### config.mk
export PLATFORM = sky130hd
export DESIGN_NAME = pctf_filters
export DESIGN_NICKNAME = d
export VERILOG_FILES = /design/src/hdl/pctf_cfg_mem.v /design/src/hdl/pctf_filters.v
export VERILOG_INCLUDE_DIRS = /design/src /design/src/hdl
export SDC_FILE = /design/constraint.sdc
export NUM_CORES = 1
export LEC_CHECK = 0
export BUFFER_PORTS_ARGS = -buffer_cell sky130_fd_sc_hd__buf_4
export CAP_MARGIN = 20
export CORE_ASPECT_RATIO = 0.5
export CORE_MARGIN = 3
export CORE_UTILIZATION = 55
export DETAILED_ROUTE_END_ITERATION = 10
export PLACE_DENSITY_LB_ADDON = 0.08
export SLEW_MARGIN = 20
export SYNTH_ARGS = -nofsm -noshare
export SYNTH_HDL_FRONTEND = slang
export SYNTH_SLANG_ARGS = --single-unit
### constraint.sdc
create_clock -name ref_clk -period 2.7 [get_ports ref_clk]
set_input_delay 0.54 -clock ref_clk [delete_from_list [all_inputs] [get_ports ref_clk]]
set_output_delay 0.54 -clock ref_clk [all_outputs]
set_load 0.1 [all_outputs]
### src/hdl/pctf_regs.vh
`ifndef PCTF_REGS_VH
`define PCTF_REGS_VH
// ----------------------------------------
// Register map
// ----------------------------------------
`define PCTF_CFG_BASE        32'h00000000
`define PCTF_CNT_STRIDE      32'h00000100
`define PCTF_AK_OFF          8'h14
`define PCTF_WL_OFF          8'h18
`define PCTF_CTRL_ADDR       32'h00000F00
`define PCTF_CNT_ADDR        32'h00000F04
// ----------------------------------------
// Fields
// ----------------------------------------
`define PCTF_EN_BIT          31
`define PCTF_AK_W            3
`define PCTF_WL_W            5
`define PCTF_AK_RST          3'h0
`define PCTF_WL_RST          5'h0
`define PCTF_CTRL_PM_BIT     0
`define PCTF_CTRL_AKS_BIT    1
`define PCTF_CTRL_WLS_BIT    2
`define PCTF_CTRL_RST        3'h7
`endif

### src/hdl/pctf_cfg_mem.v
module pctf_cfg_mem #(
    parameter AW = 2,
    parameter DW = 9
) (
    input  wire          ref_clk,
    input  wire          we,
    input  wire [AW-1:0] waddr,
    input  wire [DW-1:0] wdata,
    input  wire [AW-1:0] raddr,
    output reg  [DW-1:0] rdata
);
    reg [DW-1:0] mem [0:(1<<AW)-1];
    always @(posedge ref_clk) begin
        if (we) begin
            mem[waddr] <= wdata;
        end
        rdata <= mem[raddr];
    end
endmodule // pctf_cfg_mem

### src/hdl/pctf_filters.v
// Local design decision: the APB register port.
`include "pctf_regs.vh"
module pctf_filters #(
    parameter       NCNT        = 4,
    parameter [2:0] AK_IMPL     = 3'h7
) (
    input  wire        ref_clk,
    input  wire        rst,
    input  wire        psel,
    input  wire        penable,
    input  wire        pwrite,
    input  wire [31:0] paddr,
    input  wire [31:0] pwdata,
    output reg  [31:0] prdata,
    output reg         pready,
    output reg         pslverr,
    input  wire [3:0]  evtValid,
    input  wire [7:0]  evtAddrKind,
    input  wire [19:0] evtWalkLevel,
    output reg  [3:0]  countInc
);
    // ----------------------------------------
    // Software controls and per-counter state
    // ----------------------------------------
    reg  [2:0]  ctrl;
    reg  [3:0]  akEn;
    reg  [11:0] akMap;
    reg  [3:0]  wlEn;
    reg  [19:0] wlMap;
    reg  [3:0]  cfgSeen;

    reg  [2:0]  slot;
    reg  [31:0] next_prdata;
    reg         next_err;
    reg  [3:0]  next_inc;
    reg  [3:0]  akOk;
    reg  [3:0]  wlOk;
    reg  [31:0] incTally;
    reg  [9:0]  memWr;
    wire [9:0]  memRd;

    wire        pmOn  = ctrl[`PCTF_CTRL_PM_BIT];
    wire        akOn  = pmOn & ctrl[`PCTF_CTRL_AKS_BIT];
    wire        wlOn  = pmOn & ctrl[`PCTF_CTRL_WLS_BIT];

    // ----------------------------------------
    // Decode and field helpers
    // ----------------------------------------
    // The window check keeps the control page out of the filter slots
    function slotHit;
        input [31:0] offs;
        input [7:0]  sel;
        begin
            slotHit = (offs[31:10] == 22'h000000) & (offs[7:0] == sel);
        end
    endfunction

    // Enable plus the kinds that are built; everything else is dropped here
    function [3:0] akField;
        input [31:0] wd;
        begin
            akField = {wd[`PCTF_EN_BIT], wd[2:0] & AK_IMPL};
        end
    endfunction

    function [5:0] wlField;
        input [31:0] wd;
        begin
            wlField = {wd[`PCTF_EN_BIT], wd[4:0]};
        end
    endfunction

    function [31:0] akWord;
        input       seen;
        input [9:0] word;
        begin
            if (seen) begin
                akWord = {word[9], 28'h0000000, word[8:6]};
            end else begin
                akWord = 32'h00000000;
            end
        end
    endfunction

    function [31:0] wlWord;
        input       seen;
        input [9:0] word;
        begin
            if (seen) begin
                wlWord = {word[5], 26'h0000000, word[4:0]};
            end else begin
                wlWord = 32'h00000000;
            end
        end
    endfunction

    // ----------------------------------------
    // Bus decode
    // ----------------------------------------
    wire        acc   = psel & penable;
    wire [31:0] rel   = paddr - `PCTF_CFG_BASE;
    wire [1:0]  cnt   = rel[9:8];
    wire        isAk  = slotHit(rel, `PCTF_AK_OFF) & pmOn;
    wire        isWl  = slotHit(rel, `PCTF_WL_OFF) & pmOn;
    wire        isCtl = (paddr == `PCTF_CTRL_ADDR);
    wire        isCnt = (paddr == `PCTF_CNT_ADDR);
    wire        doWr  = acc & pwrite & pready;
    wire        akWr  = doWr & isAk & akOn;
    wire        wlWr  = doWr & isWl & wlOn;
    wire        anyInc = |next_inc;

    // ----------------------------------------
    // Slot codes
    // ----------------------------------------
    localparam [2:0] SLOT_NONE = 3'h0;
    localparam [2:0] SLOT_AK   = 3'h1;
    localparam [2:0] SLOT_WL   = 3'h2;
    localparam [2:0] SLOT_CTL  = 3'h3;
    localparam [2:0] SLOT_CNT  = 3'h4;

    // ----------------------------------------
    // Per-counter configuration memory
    // ----------------------------------------
    // The stored word merges the new half with the untouched half of the same counter
    always @* begin
        memWr = {akEn[cnt], akMap[cnt*3 +: 3], wlEn[cnt], wlMap[cnt*5 +: 5]};
        if (akWr) begin
            memWr[9:6] = akField(pwdata);
        end else if (wlWr) begin
            memWr[5:0] = wlField(pwdata);
        end
    end

    // Read word is loaded while the setup cycle stands, ready for the answer edge
    pctf_cfg_mem #(.AW(2), .DW(10)) uMem (
        .ref_clk (ref_clk),
        .we      (akWr | wlWr),
        .waddr   (cnt),
        .wdata   (memWr),
        .raddr   (cnt),
        .rdata   (memRd)
    );

    // ----------------------------------------
    // Match helpers
    // ----------------------------------------
    function akHit;
        input [2:0] map;
        input [1:0] kind;
        begin
            // 00 untranslated, 01 translation, 10 translated, 11 never
            akHit = (kind == 2'h3) ? 1'b0 : map[kind];
        end
    endfunction

    function wlHit;
        input [4:0] map;
        input [4:0] lvl;
        begin
            wlHit = |(map & lvl);
        end
    endfunction

    function akPass;
        input       on;
        input [2:0] map;
        input [1:0] kind;
        begin
            // A filter left off lets every event through
            if (on) begin
                akPass = akHit(map, kind);
            end else begin
                akPass = 1'b1;
            end
        end
    endfunction

    function wlPass;
        input       on;
        input [4:0] map;
        input [4:0] lvl;
        begin
            // A filter left off lets every event through
            if (on) begin
                wlPass = wlHit(map, lvl);
            end else begin
                wlPass = 1'b1;
            end
        end
    endfunction

    // ----------------------------------------
    // Register writes
    // ----------------------------------------
    integer i;

    // Control stays writable with monitoring off, so software can turn it back on
    always @(posedge ref_clk) begin
        if (rst) begin
            ctrl <= `PCTF_CTRL_RST;
        end else if (doWr & isCtl) begin
            ctrl <= pwdata[2:0];
        end
    end

    always @(posedge ref_clk) begin
        if (rst) begin
            akEn  <= 4'h0;
            akMap <= 12'h000;
        end else if (akWr) begin
            {akEn[cnt], akMap[cnt*3 +: 3]} <= akField(pwdata);
        end
    end

    always @(posedge ref_clk) begin
        if (rst) begin
            wlEn  <= 4'h0;
            wlMap <= 20'h00000;
        end else if (wlWr) begin
            {wlEn[cnt], wlMap[cnt*5 +: 5]} <= wlField(pwdata);
        end
    end

    // Reset cannot sweep the memory, so unwritten counters read as zero
    always @(posedge ref_clk) begin
        if (rst) begin
            cfgSeen <= 4'h0;
        end else if (akWr | wlWr) begin
            cfgSeen[cnt] <= 1'b1;
        end
    end

    // ----------------------------------------
    // APB read and answer
    // ----------------------------------------
    always @* begin
        slot = SLOT_NONE;
        if (isAk) begin
            slot = SLOT_AK;
        end else if (isWl) begin
            slot = SLOT_WL;
        end else if (isCtl) begin
            slot = SLOT_CTL;
        end else if (isCnt) begin
            slot = SLOT_CNT;
        end
    end

    // Unsupported filters read zero without error; absent ones answer with an error
    always @* begin
        next_prdata = 32'h00000000;
        next_err    = 1'b0;
        case (slot)
            SLOT_AK: begin
                if (akOn) begin
                    next_prdata = akWord(cfgSeen[cnt], memRd);
                end
            end
            SLOT_WL: begin
                if (wlOn) begin
                    next_prdata = wlWord(cfgSeen[cnt], memRd);
                end
            end
            SLOT_CTL: begin
                next_prdata = {29'h00000000, ctrl};
            end
            SLOT_CNT: begin
                next_prdata = incTally;
            end
            default: begin
                next_err = 1'b1;
            end
        endcase
    end

    // Answer comes one cycle into the access phase so the read mux is registered
    always @(posedge ref_clk) begin
        if (rst) begin
            pready  <= 1'b0;
            prdata  <= 32'h00000000;
            pslverr <= 1'b0;
        end else begin
            if (acc & ~pready) begin
                pready  <= 1'b1;
                prdata  <= pwrite ? 32'h00000000 : next_prdata;
                pslverr <= next_err;
            end else begin
                pready  <= 1'b0;
                pslverr <= 1'b0;
            end
        end
    end

    // ----------------------------------------
    // Event qualification
    // ----------------------------------------
    always @* begin
        akOk = 4'h0;
        wlOk = 4'h0;
        for (i = 0; i < NCNT; i = i + 1) begin
            akOk[i] = akPass(akOn & akEn[i], akMap[i*3 +: 3], evtAddrKind[i*2 +: 2]);
            wlOk[i] = wlPass(wlOn & wlEn[i], wlMap[i*5 +: 5], evtWalkLevel[i*5 +: 5]);
        end
    end

    // Monitoring off stops every counter whatever the filters hold
    always @* begin
        next_inc = 4'h0;
        if (pmOn) begin
            next_inc = evtValid & akOk & wlOk;
        end
    end

    always @(posedge ref_clk) begin
        if (rst) begin
            countInc <= 4'h0;
        end else begin
            countInc <= next_inc;
        end
    end

    // Tally wraps silently; it is a debug aid, not an architectural counter
    always @(posedge ref_clk) begin
        if (rst) begin
            incTally <= 32'h00000000;
        end else if (anyInc) begin
            incTally <= incTally + 32'h00000001;
        end
    end
endmodule // pctf_filters

==> impl_metrics.env <==
export IMPL_layout_common_cells="buf_4 (136), dfxtp_1 (126), nor2_1 (59), a21oi_1 (55), nand2_1 (46)"
export IMPL_die_h_um=87.3
export IMPL_syn_inst=689
export IMPL_drive_gt1_frac=0.262
export IMPL_vias=6005
export IMPL_critical_path_max_fanout=61
export IMPL_hpwl_um=12500
export IMPL_use_met2=0.413
export IMPL_p_leak_nw=3.43
export IMPL_rows=29
export IMPL_nets=909
export IMPL_tns_ns=0
export IMPL_drtIter0Drc=598
export IMPL_yosysWarnings=0
export IMPL_pin_count=139
export IMPL_whs_endpoint="countInc[0]$_SDFF_PP0_"
export IMPL_ys_seq_area_frac=0.515
export IMPL_cts_tree="done"
export IMPL_mostFrequentLayoutCell="buf_4"
export IMPL_wire_per_inst_um=18.3
export IMPL_power_frac_comb=0.059
export IMPL_cts_buffer_depth=2
export IMPL_r2r_end="incTally[10]$_SDFFE_PP0P_"
export IMPL_regArea_um2=3740
export IMPL_dieArea_um2=14700
export IMPL_initial_core_util=0.568
export IMPL_netlist_area_um2=7280
export IMPL_grt_pass1_wl_um=29200
export IMPL_run_status="complete, no violations"
export IMPL_drt_pass1_iterations=5
export IMPL_power_density_nw_per_um2=589
export IMPL_routed_wirelength_um=18000
export IMPL_cp_slowest_cell="dfxtp_1"
export IMPL_grt_max_degree=76
export IMPL_dpl_cell_area_um2=8380
export IMPL_required_ns=3.02
export IMPL_area_growth_pct=23.5
export IMPL_drtAntennaViolNets=0
export IMPL_hold_violations=0
export IMPL_cts_htree_levels=4
export IMPL_maxCapViolCount=0
export IMPL_hold_path_class="input port to flip-flop"
export IMPL_post_cts_buffers=0
export IMPL_cts_inserted_buffers=17
export IMPL_clock_sinks=167
export IMPL_crit_family="simple AND/OR/NAND/NOR gates"
export IMPL_rsz0062_at_grt="no"
export IMPL_maxSlewViolCount=0
export IMPL_path_clk_slew_ns=0.07
export IMPL_yosysUniqueCellTypes=51
export IMPL_grt_use_total=0.250
export IMPL_ir_worst_vdd_v=0.000365
export IMPL_via_per_inst=6.10
export IMPL_min_period_over_period=0.878
export IMPL_reg2reg_depth=7
export IMPL_synth_ff_type="dfxtp_1"
export IMPL_worstHoldStart="evtValid[0]"
export IMPL_fp_coreArea_um2=12800
export IMPL_skew_ns=0.0147
export IMPL_p_sw_mw=1.36
export IMPL_multiInputGateArea_um2=3330
export IMPL_switching_share=0.256
export IMPL_gp_congestion=0.846
export IMPL_synth_nets=797
export IMPL_fin_area_um2=8990
export IMPL_end_kind="flip-flop"
export IMPL_grt_use_met1=0.333
export IMPL_setup_viol=0
export IMPL_reg2reg_from="ctrl[0]$_SDFFE_PP1P_"
export IMPL_crit_chain="and2_1 -> nand4_1 -> nand4_1 -> and4_1 -> buf_12 -> nor4_1 -> mux2_2"
export IMPL_die_x_um=169
export IMPL_final_fill_count=942
export IMPL_cts_resized=0
export IMPL_syn_area_per_cell_um2=10.6
export IMPL_antenna_found_initial=2
export IMPL_tightest_slew_ns=0.829
export IMPL_port_buffers=112
export IMPL_worstSetupPathType="flip-flop to flip-flop"
export IMPL_max_freq_mhz=422
export IMPL_grt_pass1_vias=5732
export IMPL_async_reset_ff_frac=0
export IMPL_final_period_minus_worst_setup_slack_ns=2.37
export IMPL_power_share_clock=0.457
export IMPL_synth_edf_count=40
export IMPL_ctsHoldBuffers=0
export IMPL_worstPathArrival_ns=2.69
export IMPL_crit_path_frequent_cell="nand4_1"
export IMPL_p_int_mw=3.94
export IMPL_grt_ovfl_total=0
export IMPL_seqPwrFrac=0.484
export IMPL_ys_ff_latch=167
export IMPL_cpPeakStageDelay_ns=0.38
export IMPL_met3_usage=0.0549
export IMPL_grt_busiest_layer="met2"
export IMPL_crit_buf_inv=1
export IMPL_drcViolationCount=0
export IMPL_cts_root_buffer="clkbuf_16"
export IMPL_reg2reg_slack_ns=0.33
export IMPL_relSlewSlack=0.447
export IMPL_clk_latency_ns=0.43
export IMPL_diodes=0
export IMPL_holdPathStages=3
export IMPL_start_kind="flip-flop"
metal layers:
| layer | share of wire | routed length, um | up-vias |
|---|---|---|---|
| met5 | 0.0016 | 28 | - |
| met4 | 0.012 | 217 | 4 |
| met3 | 0.073 | 1320 | 24 |
| met2 | 0.48 | 8670 | 216 |
| met1 | 0.43 | 7810 | 2901 |
| li1 | - | - | 2860 |
synth_stat cells, drive strengths merged, types with 6 or more instances:
cell	number	area share
dfxtp	127	0.35
clkbuf	29	0.015
edfxtp	40	0.17
mux2	14	0.022
o21ai	13	0.0089
nor4	9	0.011
o31ai	20	0.021
inv	9	0.0046
and2	18	0.015
a21oi	55	0.038
nand3	29	0.021
nand4	29	0.027
or3	7	0.0062
nand2	46	0.024
and3	9	0.0077
nor3	6	0.0041
a22oi	40	0.041
nand3b	6	0.0062
or4	20	0.021
mux2i	17	0.023
nor2	59	0.030
ha	7	0.012
mux4	21	0.065
buf	16	0.012
state kept, by name, indices dropped and copies added, names as in the netlist:
register and flops:
wlMap 20, pready 1, countInc 4, incTally 32
akEn 4, wlEn 4, ctrl 3, prdata 32
cfgSeen 4, akMap 12, uMem.rdata 10, pslverr 1
uMem.mem 40
worst max-delay path by stage:
stage / start / end / cells past startpoint
6_report: ctrl[0]$_SDFFE_PP1P_ / incTally[10]$_SDFFE_PP0P_ / 7
5_1_grt: incTally[3]$_SDFFE_PP0P_ / incTally[24]$_SDFFE_PP0P_ / 6
4_1_cts: ctrl[0]$_SDFFE_PP1P_ / incTally[10]$_SDFFE_PP0P_ / 7
3_5_place_dp: paddr[19] / uMem.mem[3][6]$_DFFE_PP_ / 7
3_3_place_gp: paddr[19] / uMem.mem[2][6]$_DFFE_PP_ / 7
2_1_floorplan: paddr[9] / wlMap[15]$_SDFFE_PP0P_ / 9
layout make-up:
| class | count | area share |
|---|---|---|
| tap | 170 | 0.0237 |
| multi-input combinational | 468 | 0.370 |
| sequential | 167 | 0.417 |
| inverter | 9 | 0.00376 |
| clock inverter | 15 | 0.0200 |
| timing repair buffer | 138 | 0.118 |
| clock buffer | 17 | 0.0473 |
metrics by stage:
step | total power, mW | util | cells | hold WS, ns | setup WS, ns
2_1_floorplan | 2.77 | - | 689 | 0.428 | 0.209
3_3_place_gp | 2.92 | 0.654 | 952 | 0.442 | 0.207
3_5_place_dp | 2.93 | 0.654 | 952 | 0.453 | 0.179
4_1_cts | 5.34 | 0.702 | 984 | 0.389 | 0.344
5_1_grt | 5.47 | 0.702 | 984 | 0.394 | 0.0938
6_report | 5.29 | 0.702 | 984 | 0.397 | 0.329
tightest hold or removal path, delay by kind of cell:
| kind | cells | cell delay [ns] |
|---|---|---|
| and+or+nand+nor | 2 | 0.13 |
| buffers and inverters | 1 | 0.11 |
logic make-up after synthesis:
family,count (synthesis),synth area share
AND/OR/NAND/NOR,260,0.199
adder cells (fa/ha/maj),7,0.0120
AO/OA/AOI/OAI,147,0.131
buffers and inverters,54,0.0311
flip-flops,167,0.515
XOR/XNOR,2,0.00241
multiplexers,52,0.110
power by group through the flow:
stage	registers [mW]	logic [mW]	clock network (mW)
floorplan	2.65	0.125	0
global placement	2.62	0.304	0
detailed placement	2.62	0.309	0
CTS	2.56	0.310	2.46
global route	2.56	0.333	2.57
finish	2.56	0.312	2.42
Power figures use the tool's default switching activity.
